<file path="src/pma_pkg.sv">
// Constants, types and reset state for the program memory access block.
// Assumes one 200 MHz clock and an asynchronous active-high reset.
// Notes on behaviour
// - Return stack holds sixteen entries of fifteen bits each.
// - Push when full sets overflow flag; pop when empty sets underflow flag.
// - With fault reset enabled, a stack fault also requests a software reset.
// - Two independent 16-bit pointers reach data and program memory in one range.
// - Indirect access to program memory costs one extra cycle for the fetch.
// - General purpose RAM is reachable as one linear contiguous region.
// - Program counter is 15 bits; program words are 14 bits.
// - Program counter addresses above 07FFh wrap onto the 2048 implemented words; pmem_addr passes all 15 pointer bits unwrapped.
// - Reset starts at 0000h; accepted interrupt jumps to 0004h.
// - Words 0780h to 07FFh are high endurance, low byte only.
// - Pointer high byte bit 7 set selects program memory for indirect access.
// - Indirect program read loads only the low eight bits into working register.
// - Indirect writes aimed at program memory change no memory; they only set event bit 2.
// - Interrupt entry saves context to shadows; return restores it without stack.
// - Return with literal pops into counter and loads literal into working register.
package pma_pkg;
	// ****************************************
	// Sizes and vectors
	// ****************************************
	localparam int          PC_W         = 15;
	localparam int          STACK_DEPTH  = 16;
	localparam int          SP_W         = 5;
	localparam int          WORD_W       = 14;
	localparam logic [14:0] PC_MASK      = 15'h07FF;
	localparam logic [14:0] RESET_VECTOR = 15'h0000;
	localparam logic [14:0] IRQ_VECTOR   = 15'h0004;
	localparam logic [14:0] HE_FIRST     = 15'h0780;
	localparam logic [14:0] HE_LAST      = 15'h07FF;
	localparam int          PMEM_SEL_BIT = 15;
	localparam logic [15:0] LIN_BASE     = 16'h2000;
	localparam logic [15:0] LIN_LAST     = 16'h29AF;
	localparam logic [11:0] LIN_BANK_SZ  = 12'h050;
	localparam logic [6:0]  GPR_FIRST    = 7'h20;
	// ****************************************
	// Register byte offsets
	// ****************************************
	localparam logic [7:0] OFS_CTRL    = 8'h00;
	localparam logic [7:0] OFS_POWER_CONTROL_STATUS_REG    = 8'h04;
	localparam logic [7:0] OFS_IRQ_ST  = 8'h08;
	localparam logic [7:0] OFS_IRQ_CLR = 8'h0C;
	localparam logic [7:0] OFS_IRQ_EN  = 8'h10;
	localparam logic [7:0] OFS_PTR0    = 8'h14;
	localparam logic [7:0] OFS_PTR1    = 8'h18;
	localparam logic [7:0] OFS_PC      = 8'h1C;
	localparam logic [7:0] OFS_WORK    = 8'h20;
	localparam logic [7:0] OFS_SP      = 8'h24;
	// Event bits: 0 overflow, 1 underflow, 2 blocked program write
	localparam int         EV_N        = 3;
	// ****************************************
	// Types
	// ****************************************
	typedef enum logic [3:0] {
		OP_STEP   = 4'h0,
		OP_JUMP   = 4'h1,
		OP_CALL   = 4'h2,
		OP_RET    = 4'h3,
		OP_RETURN_WITH_LITERAL  = 4'h4,
		OP_RETFIE = 4'h5,
		OP_BRW    = 4'h6,
		OP_IRQ    = 4'h7,
		OP_IND_RD = 4'h8,
		OP_IND_WR = 4'h9,
		OP_PTR_LD = 4'hA
	} pma_op_t;
	typedef enum logic [3:0] {
		ST_IDLE = 4'b0001,
		ST_DRD  = 4'b0010,
		ST_PRD1 = 4'b0100,
		ST_PRD2 = 4'b1000
	} pma_state_t;
	typedef struct packed {
		pma_state_t                   state;
		logic [14:0]                  pc;
		logic [7:0]                   work;
		logic [1:0][15:0]             ptr;
		logic [STACK_DEPTH-1:0][14:0] stack;
		logic [4:0]                   sp;
		logic                         ovf;
		logic                         unf;
		logic [7:0]                   sh_work;
		logic [1:0][15:0]             sh_ptr;
		logic                         fault_rst_en;
		logic [EV_N-1:0]              ev_stat;
		logic [EV_N-1:0]              ev_en;
		logic                         irq;
		logic                         cmd_ready;
		logic                         cmd_done;
		logic                         soft_reset;
		logic [14:0]                  pmem_addr;
		logic                         pmem_rd;
		logic                         pmem_he;
		logic [11:0]                  dmem_addr;
		logic                         dmem_rd;
		logic                         dmem_wr;
		logic [7:0]                   dmem_wdata;
		logic                         wait_n;
		logic [31:0]                  rdata;
	} pma_st_t;
	localparam pma_st_t ST_RESET = '{state: ST_IDLE, cmd_ready: 1'b1, default: '0};
endpackage

</file>
<file path="src/pma_core.sv">
// Program counter, return stack, shadow context and indirect pointers.
// Assumes a flash array answering one cycle after its read strobe and a
// data memory answering in the same cycle as its read strobe.
`timescale 1ns/1ps
module pma_core
	import pma_pkg::*;
(
	input  wire logic        clk,
	input  wire logic        sys_rst,
	input  wire logic        cmd_valid,
	input  wire logic [3:0]  cmd_op,
	input  wire logic [14:0] cmd_target,
	input  wire logic [7:0]  cmd_literal,
	input  wire logic        cmd_ptr_sel,
	input  wire logic [15:0] cmd_ptr_value,
	input  wire logic [7:0]  cmd_wdata,
	output logic             cmd_ready,
	output logic             cmd_done,
	output logic [14:0]      pc,
	output logic [7:0]       work,
	output logic             soft_reset,
	output logic [14:0]      pmem_addr,
	output logic             pmem_rd,
	output logic             pmem_he,
	input  wire logic [13:0] pmem_rdata,
	output logic [11:0]      dmem_addr,
	output logic             dmem_rd,
	output logic             dmem_wr,
	output logic [7:0]       dmem_wdata,
	input  wire logic [7:0]  dmem_rdata,
	input  wire logic [7:0]  avs_address,
	input  wire logic        avs_read,
	input  wire logic        avs_write,
	input  wire logic [31:0] avs_writedata,
	input  wire logic [3:0]  avs_byteenable,
	output logic [31:0]      avs_readdata,
	output logic             avs_waitrequest,
	output logic             irq
);
	// ****************************************
	// State
	// ****************************************
	pma_st_t     st_q;
	pma_st_t     st_d;
	logic        acc;
	logic [15:0] sel_ptr;
	logic        sel_pmem;
	logic        bus_wr;
	logic        push_req;
	logic        pop_req;
	logic [14:0] push_val;
	logic [EV_N-1:0] ev_set;
	logic        fault;

	assign acc      = cmd_valid && st_q.cmd_ready;
	assign sel_ptr  = st_q.ptr[cmd_ptr_sel];
	assign sel_pmem = sel_ptr[PMEM_SEL_BIT];
	// A write lands only at the edge where the master sees waitrequest low
	assign bus_wr   = avs_write && st_q.wait_n;

	// Linear window folds onto the general purpose part of each bank
	function automatic logic [11:0] data_map(input logic [15:0] p);
		logic [11:0] off;
		logic [11:0] bank;
		logic [11:0] idx;
		off  = 12'(p - LIN_BASE);
		bank = off / LIN_BANK_SZ;
		idx  = off % LIN_BANK_SZ;
		if (p >= LIN_BASE && p <= LIN_LAST) begin
			data_map = {bank[4:0], 7'(GPR_FIRST + idx[6:0])};
		end else begin
			data_map = p[11:0];
		end
	endfunction

	function automatic logic [31:0] be_merge(input logic [31:0] old, input logic [31:0] nw, input logic [3:0] be);
		logic [31:0] r;
		r = old;
		for (int i = 0; i < 4; i++) begin
			if (be[i]) begin
				r[i*8 +: 8] = nw[i*8 +: 8];
			end
		end
		be_merge = r;
	endfunction

	// ****************************************
	// Next state
	// ****************************************
	always_comb begin
		st_d          = st_q;
		st_d.cmd_done = 1'b0;
		st_d.soft_reset = 1'b0;
		st_d.pmem_rd  = 1'b0;
		st_d.dmem_rd  = 1'b0;
		st_d.dmem_wr  = 1'b0;
		push_req      = 1'b0;
		pop_req       = 1'b0;
		push_val      = '0;
		ev_set        = '0;
		fault         = 1'b0;

		// Bus side writes first so that the core wins on a collision
		if (bus_wr) begin
			case (avs_address)
				OFS_CTRL: begin
					if (avs_byteenable[0]) begin
						st_d.fault_rst_en = avs_writedata[0];
					end
				end
				OFS_POWER_CONTROL_STATUS_REG: begin
					if (avs_byteenable[0]) begin
						st_d.ovf = avs_writedata[0];
						st_d.unf = avs_writedata[1];
					end
				end
				OFS_IRQ_CLR: begin
					if (avs_byteenable[0]) begin
						st_d.ev_stat = st_q.ev_stat & ~avs_writedata[EV_N-1:0];
					end
				end
				OFS_IRQ_EN: begin
					if (avs_byteenable[0]) begin
						st_d.ev_en = avs_writedata[EV_N-1:0];
					end
				end
				OFS_PTR0: begin
					st_d.ptr[0] = 16'(be_merge(32'(st_q.ptr[0]), avs_writedata, avs_byteenable));
				end
				OFS_PTR1: begin
					st_d.ptr[1] = 16'(be_merge(32'(st_q.ptr[1]), avs_writedata, avs_byteenable));
				end
				default: begin
				end
			endcase
		end

		case (st_q.state)
			ST_IDLE: begin
				if (acc) begin
					st_d.cmd_done = 1'b1;
					case (pma_op_t'(cmd_op))
						OP_STEP: begin
							st_d.pc = (st_q.pc + 15'h0001) & PC_MASK;
						end
						OP_JUMP: begin
							st_d.pc = cmd_target & PC_MASK;
						end
						OP_CALL: begin
							push_req = 1'b1;
							push_val = (st_q.pc + 15'h0001) & PC_MASK;
							st_d.pc  = cmd_target & PC_MASK;
						end
						OP_RET: begin
							pop_req = 1'b1;
						end
						OP_RETURN_WITH_LITERAL: begin
							pop_req   = 1'b1;
							st_d.work = cmd_literal;
						end
						OP_RETFIE: begin
							pop_req   = 1'b1;
							st_d.work = st_q.sh_work;
							st_d.ptr  = st_q.sh_ptr;
						end
						OP_BRW: begin
							st_d.pc = (st_q.pc + 15'h0001 + 15'(st_q.work)) & PC_MASK;
						end
						OP_IRQ: begin
							push_req     = 1'b1;
							push_val     = st_q.pc;
							st_d.pc      = IRQ_VECTOR;
							st_d.sh_work = st_q.work;
							st_d.sh_ptr  = st_q.ptr;
						end
						OP_IND_RD: begin
							st_d.cmd_done = 1'b0;
							st_d.cmd_ready = 1'b0;
							if (sel_pmem) begin
								st_d.pmem_addr = {sel_ptr[14:8], sel_ptr[7:0]};
								st_d.pmem_he   = ({sel_ptr[14:8], sel_ptr[7:0]} & PC_MASK) >= HE_FIRST;
								st_d.pmem_rd   = 1'b1;
								st_d.state     = ST_PRD1;
							end else begin
								st_d.dmem_addr = data_map(sel_ptr);
								st_d.dmem_rd   = 1'b1;
								st_d.state     = ST_DRD;
							end
						end
						OP_IND_WR: begin
							if (sel_pmem) begin
								ev_set[2] = 1'b1;
							end else begin
								st_d.dmem_addr  = data_map(sel_ptr);
								st_d.dmem_wdata = cmd_wdata;
								st_d.dmem_wr    = 1'b1;
							end
						end
						OP_PTR_LD: begin
							st_d.ptr[cmd_ptr_sel] = cmd_ptr_value;
						end
						default: begin
						end
					endcase
				end
			end
			ST_DRD: begin
				st_d.work      = dmem_rdata;
				st_d.cmd_done  = 1'b1;
				st_d.cmd_ready = 1'b1;
				st_d.state     = ST_IDLE;
			end
			ST_PRD1: begin
				// Flash answers one cycle after the strobe; this is the extra cycle
				st_d.state = ST_PRD2;
			end
			ST_PRD2: begin
				st_d.work      = pmem_rdata[7:0];
				st_d.cmd_done  = 1'b1;
				st_d.cmd_ready = 1'b1;
				st_d.pmem_he   = 1'b0;
				st_d.state     = ST_IDLE;
			end
			default: begin
				st_d.state     = ST_IDLE;
				st_d.cmd_ready = 1'b1;
			end
		endcase

		// Return stack; a full push drops the value rather than overwrite
		if (push_req) begin
			if (st_q.sp == 5'(STACK_DEPTH)) begin
				st_d.ovf  = 1'b1;
				ev_set[0] = 1'b1;
				fault     = 1'b1;
			end else begin
				st_d.stack[st_q.sp[3:0]] = push_val;
				st_d.sp = st_q.sp + 5'h01;
			end
		end
		if (pop_req) begin
			if (st_q.sp == 5'h00) begin
				st_d.unf  = 1'b1;
				ev_set[1] = 1'b1;
				fault     = 1'b1;
			end else begin
				st_d.pc = st_q.stack[4'(st_q.sp - 5'h01)];
				st_d.sp = st_q.sp - 5'h01;
			end
		end
		if (fault && st_q.fault_rst_en) begin
			st_d.soft_reset = 1'b1;
			st_d.pc         = RESET_VECTOR;
			st_d.sp         = '0;
		end

		// Sticky events; a set in the clearing cycle survives
		st_d.ev_stat = st_d.ev_stat | ev_set;
		st_d.irq     = |(st_d.ev_stat & st_d.ev_en);

		// Avalon slave: one wait cycle, then a single ready cycle
		if ((avs_read || avs_write) && !st_q.wait_n) begin
			st_d.wait_n = 1'b1;
			st_d.rdata  = '0;
			if (avs_read) begin
				case (avs_address)
					OFS_CTRL:   st_d.rdata = 32'(st_q.fault_rst_en);
					OFS_POWER_CONTROL_STATUS_REG:   st_d.rdata = {30'h0, st_q.unf, st_q.ovf};
					OFS_IRQ_ST: st_d.rdata = 32'(st_q.ev_stat);
					OFS_IRQ_EN: st_d.rdata = 32'(st_q.ev_en);
					OFS_PTR0:   st_d.rdata = 32'(st_q.ptr[0]);
					OFS_PTR1:   st_d.rdata = 32'(st_q.ptr[1]);
					OFS_PC:     st_d.rdata = 32'(st_q.pc);
					OFS_WORK:   st_d.rdata = 32'(st_q.work);
					OFS_SP:     st_d.rdata = 32'(st_q.sp);
					default:    st_d.rdata = '0;
				endcase
			end
		end else begin
			st_d.wait_n = 1'b0;
		end
	end

	always_ff @(posedge clk or posedge sys_rst) begin
		if (sys_rst) begin
			st_q <= ST_RESET;
		end else begin
			st_q <= st_d;
		end
	end

	// ****************************************
	// Outputs
	// ****************************************
	assign cmd_ready       = st_q.cmd_ready;
	assign cmd_done        = st_q.cmd_done;
	assign pc              = st_q.pc;
	assign work            = st_q.work;
	assign soft_reset      = st_q.soft_reset;
	assign pmem_addr       = st_q.pmem_addr;
	assign pmem_rd         = st_q.pmem_rd;
	assign pmem_he         = st_q.pmem_he;
	assign dmem_addr       = st_q.dmem_addr;
	assign dmem_rd         = st_q.dmem_rd;
	assign dmem_wr         = st_q.dmem_wr;
	assign dmem_wdata      = st_q.dmem_wdata;
	assign avs_readdata    = st_q.rdata;
	assign avs_waitrequest = !st_q.wait_n;
	assign irq             = st_q.irq;
endmodule

</file>
<file path="config.mk">
export PLATFORM = sky130hd
export DESIGN_NAME = pma_core
export DESIGN_NICKNAME = d
export VERILOG_FILES = /design/src/pma_pkg.sv /design/src/pma_core.sv
export SDC_FILE = /design/constraint.sdc
export NUM_CORES = 1
export LEC_CHECK = 0
export BUFFER_PORTS_ARGS = -buffer_cell sky130_fd_sc_hd__clkbuf_2
export CAP_MARGIN = 20
export CORE_MARGIN = 5
export CORE_UTILIZATION = 60
export DETAILED_ROUTE_END_ITERATION = 8
export PLACE_DENSITY = 0.8
export SETUP_SLACK_MARGIN = 0.2
export SYNTH_ARGS = -nofsm -noshare
export SYNTH_HDL_FRONTEND = slang
export SYNTH_SLANG_ARGS = --single-unit
</file>
<file path="constraint.sdc">
create_clock -name clk -period 20 [get_ports clk]
set_input_delay 6 -clock clk [delete_from_list [all_inputs] [get_ports clk]]
set_output_delay 6 -clock clk [all_outputs]
set_load 0.05 [all_outputs]
</file>
==> run metrics, run 1 <==
outcome=complete, no violations; busiest grt layer=met2; register clock-pin slew on the reported worst setup and hold paths=0.06 ns; Fmax=0.107 GHz; DP HPWL=39.8 mm; first drt pass iteration count=6; Worst Path Arrival=9.70 ns; fin crit share=0.466; Peak supply drop=0.0000768 V; final wirelength=60.9 mm; post-synthesis cell area=0.0211 sq mm; Filler Cell Count=2567; row count=68; die width=198 um; Tightest Pin Transition=1.23 ns; Final Hold Vio Count=0; Clock power frac=0.320; setup violators final=0; post-route insts no fill=2678; leak pwr=10.6 nW; GRT overflow=0; root buffer cell=clkbuf_16; Sink Count=413; total CTS buffers=43; register area share after synthesis=0.489; crit path kind=in -> reg; cell area power density=110 mW/mm^2; Area Growth Syn to Fin=10.3%; layout cells sized above 1=0.189; pin count of the biggest net entering global routing=180; max-cap viol count=0; Nets=2331; Clock Latency Late Sink=0.56 ns; die height=198 um; met3 Use GR=0.0565; initial antenna violation count=3; number of synthesized register bits=413; Starting DRT DRC Count=1894; synthesized area per cell=9.81 sq um; Most used DFF post-synth=dfrtp_1; Post-CTS Resized=0; post-route setup TNS=0 ns; Routed Antenna Nets=0; Worst setup EP type=flop; Sw Ratio=0.360; first-pass GRT wire length=93.8 mm; Hold Path Class=reg -> reg; Slew Limit Fails=0; Gate power share=0.282; crit start category=primary input; Post-synth EDFFs=0; hold_buf cts=0; # DRC=0; core area=0.0346 sq mm; synth unique cells=76; Avg WL per Cell=22.7 um; Max Clock Skew=0.0161 ns; GRT Total Usage=0.303; Die Area=0.0391 sq mm; RSZ-0062 raised after global routing=no; Syn Inst Count=2153; Sequential Power Share=0.397; PortBufs=177; worst path required time=20.38 ns; Setup Buffers After CTS=0; YS warnings=0; internal power=0.00164 W; Routability Congestion=0.936; Placed Instances=2594; minimum clock period=9.32 ns; asr flop ratio synth=1.00; crit-path max FO=46; Via density=6.46; H-tree levels=2; via count=17300; Net Switching=0.000921 W; vias in the first global route=16800; routing usage on met2=0.494; Worst slew margin=0.179; CTS tree=built; Final Util=0.673; io pins=222; GR Util met1=0.400; Initial Util=0.610; clk buf depth=3
[path summary, 6_finish.rpt]
| kind | from | end | slack [ns] | depth (start not counted) |
|---|---|---|---|---|
| max in group asynchronous | sys_rst | st_q[162] | 12.85 | 4 |
| min in group asynchronous | sys_rst | st_q[93] | 5.50 | 2 |
| max reg2reg | st_q[427] | st_q[305] | 15.73 | 9 |
| min reg2reg | st_q[212] | st_q[212] | 0.47 | 2 |
| min | st_q[212] | st_q[212] | 0.47 | 2 |
| max | cmd_valid | st_q[305] | 10.68 | 10 |
[critical path, cell delays in order]
cell	delay [ns]
clkbuf_2	0.11
nand4b_1	0.14
or3_1	0.12
buf_4	0.44
or2_2	0.91
nand2_1	0.56
and2_0	0.44
nand2_1	0.45
buf_4	0.37
o21ai_0	0.12
[cell usage in the layout, fill, tap and decap left out, types with 14 or more instances in the layout]
master / count
nand2_1: 485
and3_1: 14
o22ai_1: 35
conb_1: 16
mux4_2: 74
clkbuf_2: 177
inv_1: 15
xnor2_1: 17
mux2_2: 16
o21ai_0: 295
mux2i_1: 57
clkbuf_16: 43
buf_4: 46
nor3_1: 31
dfrtp_1: 410
a21oi_1: 65
a22oi_1: 59
nand3_1: 37
nor2_1: 69
[flip-flops by register name, indices dropped and copies added, names as in the netlist]
signal,count
soft_reset,1
dmem_rd,1
irq,1
cmd_ready,1
pc,15
work,8
cmd_done,1
dmem_addr,12
pmem_he,1
pmem_addr,15
st_q,331
avs_readdata,16
dmem_wdata,8
dmem_wr,1
pmem_rd,1
[kinds of logic after synthesis]
kind of cell               Yosys count  share of synthesized area
AOI/OAI and AO/OA                  570                      0.162
xor gates and xnor gates            26                     0.0108
adders and majority gates           16                    0.00971
buffers and inverters              265                     0.0660
DFF                                413                      0.489
muxes                              156                      0.121
other                                1                   0.000177
and+or+nand+nor                    706                      0.141
[through the flow]
step	power, W	worst slack, ns	hold slack [ns]	area, sq um
floorplan	0.00158	2.51	0.445	21200
global placement	0.00172	10.08	0.456	21700
detailed placement	0.00174	10.00	0.463	21700
CTS	0.00256	10.59	0.478	23200
global route	0.00266	10.46	0.488	23300
finish	0.00256	10.68	0.473	23300
[final cells by class]
cell class              count  area [sq um]  share of cell area
clock buffers              59          1210              0.0518
inverters                  17          71.3             0.00306
diodes                      1          2.50            0.000107
clock inverters            15           236              0.0101
multi-input cells        1490          9520               0.408
flip-flops and latches    413         10300               0.444
well taps                 455           569              0.0244
repair buffers            228          1360              0.0584
[synth_stat cells (11+ instances only)]
library cell  number  area share
nand3_1           37      0.0088
a222oi_1          13      0.0062
and3_1            15      0.0044
mux4_2            74       0.079
o21ai_0          295       0.070
a22oi_1           59       0.021
mux2_2            16      0.0085
nand2_1          485       0.086
nor3_1            35      0.0083
o211ai_1          13      0.0046
ha_1              14      0.0083
nor4_1            11      0.0033
nand4_1           12      0.0036
clkbuf_1         126       0.022
a21oi_1           65       0.015
inv_1             16      0.0028
o22ai_1           35       0.010
mux2i_1           57       0.027
buf_4             94       0.033
dfrtp_1          411        0.49
nor2_1            70       0.012
xnor2_1           19      0.0079
buf_2             14      0.0033
[power by group through the flow]
stage               clock network [W]  logic (W)  registers (W)
finish                       0.000820   0.000723        0.00102
global route                 0.000863   0.000767        0.00103
CTS                          0.000829   0.000711        0.00101
detailed placement                  0   0.000708        0.00103
global placement                    0   0.000696        0.00103
floorplan                           0   0.000609       0.000967
[per-layer routing]
metal / wire, um / vias up
li1: - / 7665
met1: 23000 / 8505
met2: 29600 / 922
met3: 5520 / 197
met4: 2640 / 5
met5: 48 / -
Note: power is estimated with default switching activity, not from simulation.
==> run 2: changes to the inputs <==
CORE_UTILIZATION = 54   (was 60)
PLACE_DENSITY = 0.76   (was 0.8)
clock period = 8.1 ns   (was 20 ns; I/O delays follow)
==> run metrics, run 2 (synthesis gave the netlist of run 1 again) <==
outcome=complete, no violations; Post-CTS Resized=0 (unchanged); root buffer cell=clkbuf_16; minimum clock period=5.83 ns; via count=17300 (+0.30%); cell area power density=271 mW/mm^2 (+150%); Die Area=0.0432 sq mm (+11%); post-route design area=0.0234 sq mm (+0.43%); crit path kind=in -> reg; post-route setup slack=2.27 ns (-8.41 ns); Max Clock Skew=0.0311 ns (+0.0150 ns); Routed Antenna Nets=0 (unchanged); commonest non-fill, non-tap cells in the layout=nand2_1 (485), dfrtp_1 (410), o21ai_0 (295); R2R cell count=10 (+1); Peak supply drop=0.000239 V (+210%); Sink Count=413 (unchanged); core area=0.0386 sq mm (+12%); commonest non-fill, non-tap cell in the layout=nand2_1; row count=72 (+5.9%); die width=208 um (+5.1%); H-tree levels=2 (unchanged); Initial Util=0.547 (-0.0634); Worst Path Arrival=6.23 ns (-3.47 ns); final wirelength=61.0 mm (+0.17%); most frequent cell on the critical path=xnor2_1; CP startpoint=cmd_ptr_sel; fin crit share=0.720; total buffers and inverters traversed by the critical path=1 (-2); PortBufs=177 (unchanged); first-pass GRT wire length=95.2 mm (+1.5%); worst-path cell chain=clkbuf_2, mux2i_2, xnor2_1, a21oi_2, nor3_1, a2111oi_0, o211ai_1, nor2_1, xnor2_1, o21ai_1; Largest register FFs=331 (unchanged); Area Growth Syn to Fin=10.8%; overall power=0.00635 W (+150%); Placed Instances=2658 (+2.5%); post-route setup TNS=0 ns (unchanged); Filler Cell Count=3137 (+22%); setup violators final=0 (unchanged); RSZ-0062 raised after global routing=no; post-route insts no fill=2750 (+2.7%); Worst setup EP type=flop; delay-heaviest family, CP=compound AO/OA/AOI/OAI gates; clk buf depth=3 (unchanged); worst slack, placed=1.86 ns (-8.14 ns); Starting DRT DRC Count=2234 (+18%); leak pwr=10.6 nW (about the same); total CTS buffers=44 (+2.3%); Nets=2330 (-0.043%); Worst path depth=10 (unchanged); CTS tree=built; die height=208 um (+5.1%); Hold Path Class=reg -> reg; max-cap viol count=0 (unchanged); Setup Buffers After CTS=0 (unchanged); max incr delay on CP=0.99 ns (+0.08 ns); Slew Limit Fails=0 (unchanged); GRT Total Usage=0.273 (-0.0294); initial antenna violation count=4 (+1); pin count of the biggest net entering global routing=161 (-11%); io pins=222 (unchanged); worst path required time=8.50 ns (-11.88 ns); hold_buf cts=0 (unchanged); vias in the first global route=17000 (+1.1%); HP Start=dmem_wdata[7]; Min-Delay Path Depth=2 (unchanged); RR Startpoint=cmd_ready; DP HPWL=40.3 mm (+1.2%); Worst slew margin=0.181 (+0.00268); crit start category=primary input; slowest stage cell, crit path=mux2i_2; GRT overflow=0 (unchanged); Final Hold Vio Count=0 (unchanged); Fmax=0.172 GHz; register clock-pin slew on the reported worst setup and hold paths=0.06 ns (about the same); crit-path max FO=31 (-33%); Reg2Reg Setup Slack=4.04 ns (-11.69 ns); Tightest Pin Transition=1.23 ns (-0.00403 ns); Clock Latency Late Sink=0.57 ns (about the same); layout cells sized above 1=0.189 (about the same); Avg WL per Cell=22.2 um (-2.5%); first drt pass iteration count=7 (+1); Routability Congestion=0.941 (+0.59%); Via density=6.31 (-2.3%); Reg with most FFs=st_q; # DRC=0 (unchanged); dpl cell area=0.0218 sq mm (+0.40%)
run 2: changes by cell type in the layout (fill, tap and decap cells not counted), sizes merged:
cell,change
clkinv,+4
bufinv,-1
diode,+3
buf,-2
clkbuf,+4
clkinvlp,+2
inv,-1
run 2: cell type report:
cell class / instances / area, sq um / area share
diodes: 4 / 10.0 / 0.000428
clock buffers: 63 / 1260 / 0.0540
clock inverters: 19 / 219 / 0.00936
inverters: 17 / 67.6 / 0.00289
multi-input cells: 1490 / 9510 / 0.406
flip-flops and latches: 413 / 10300 / 0.442
well taps: 518 / 648 / 0.0277
repair buffers: 226 / 1350 / 0.0575
run 2: worst reg2reg max path, delay by kind of cell (launching register included):
kind,cells,cell delay [ns]
AO/OA/AOI/OAI,1,0.08
buffers and inverters,2,0.75
AND/OR/NAND/NOR,7,2.52
flip-flops,1,0.57
run 2: where the power goes:
group / leakage (nW) / internal [W] / switching, W
Combinational: 4.22 / 0.000612 / 0.00118
Sequential: 5.67 / 0.00223 / 0.000272
Clock: 0.728 / 0.00122 / 0.000833
run 2: path summary, 6_finish.rpt:
kind | to
max | dmem_addr[4]
min | dmem_wdata[7]
max reg2reg | st_q[363]
min reg2reg | dmem_wdata[7]
max in group asynchronous | st_q[199]
min in group asynchronous | avs_readdata[10]
run 2: stage by stage:
step | hold WS [ns] | utilization
2_1_floorplan | 0.445 | -
3_3_place_gp | 0.456 | 0.564
3_5_place_dp | 0.463 | 0.564
4_1_cts | 0.478 | 0.602
5_1_grt | 0.496 | 0.606
6_report | 0.471 | 0.606
run 2: layer usage:
metal	vias up	track usage	routed length [um]
met1	8607	0.366	23700
li1	7677	-	-
met3	157	0.0555	5510
met4	0	0.102	2090
met5	-	0	0
met2	905	0.446	29700
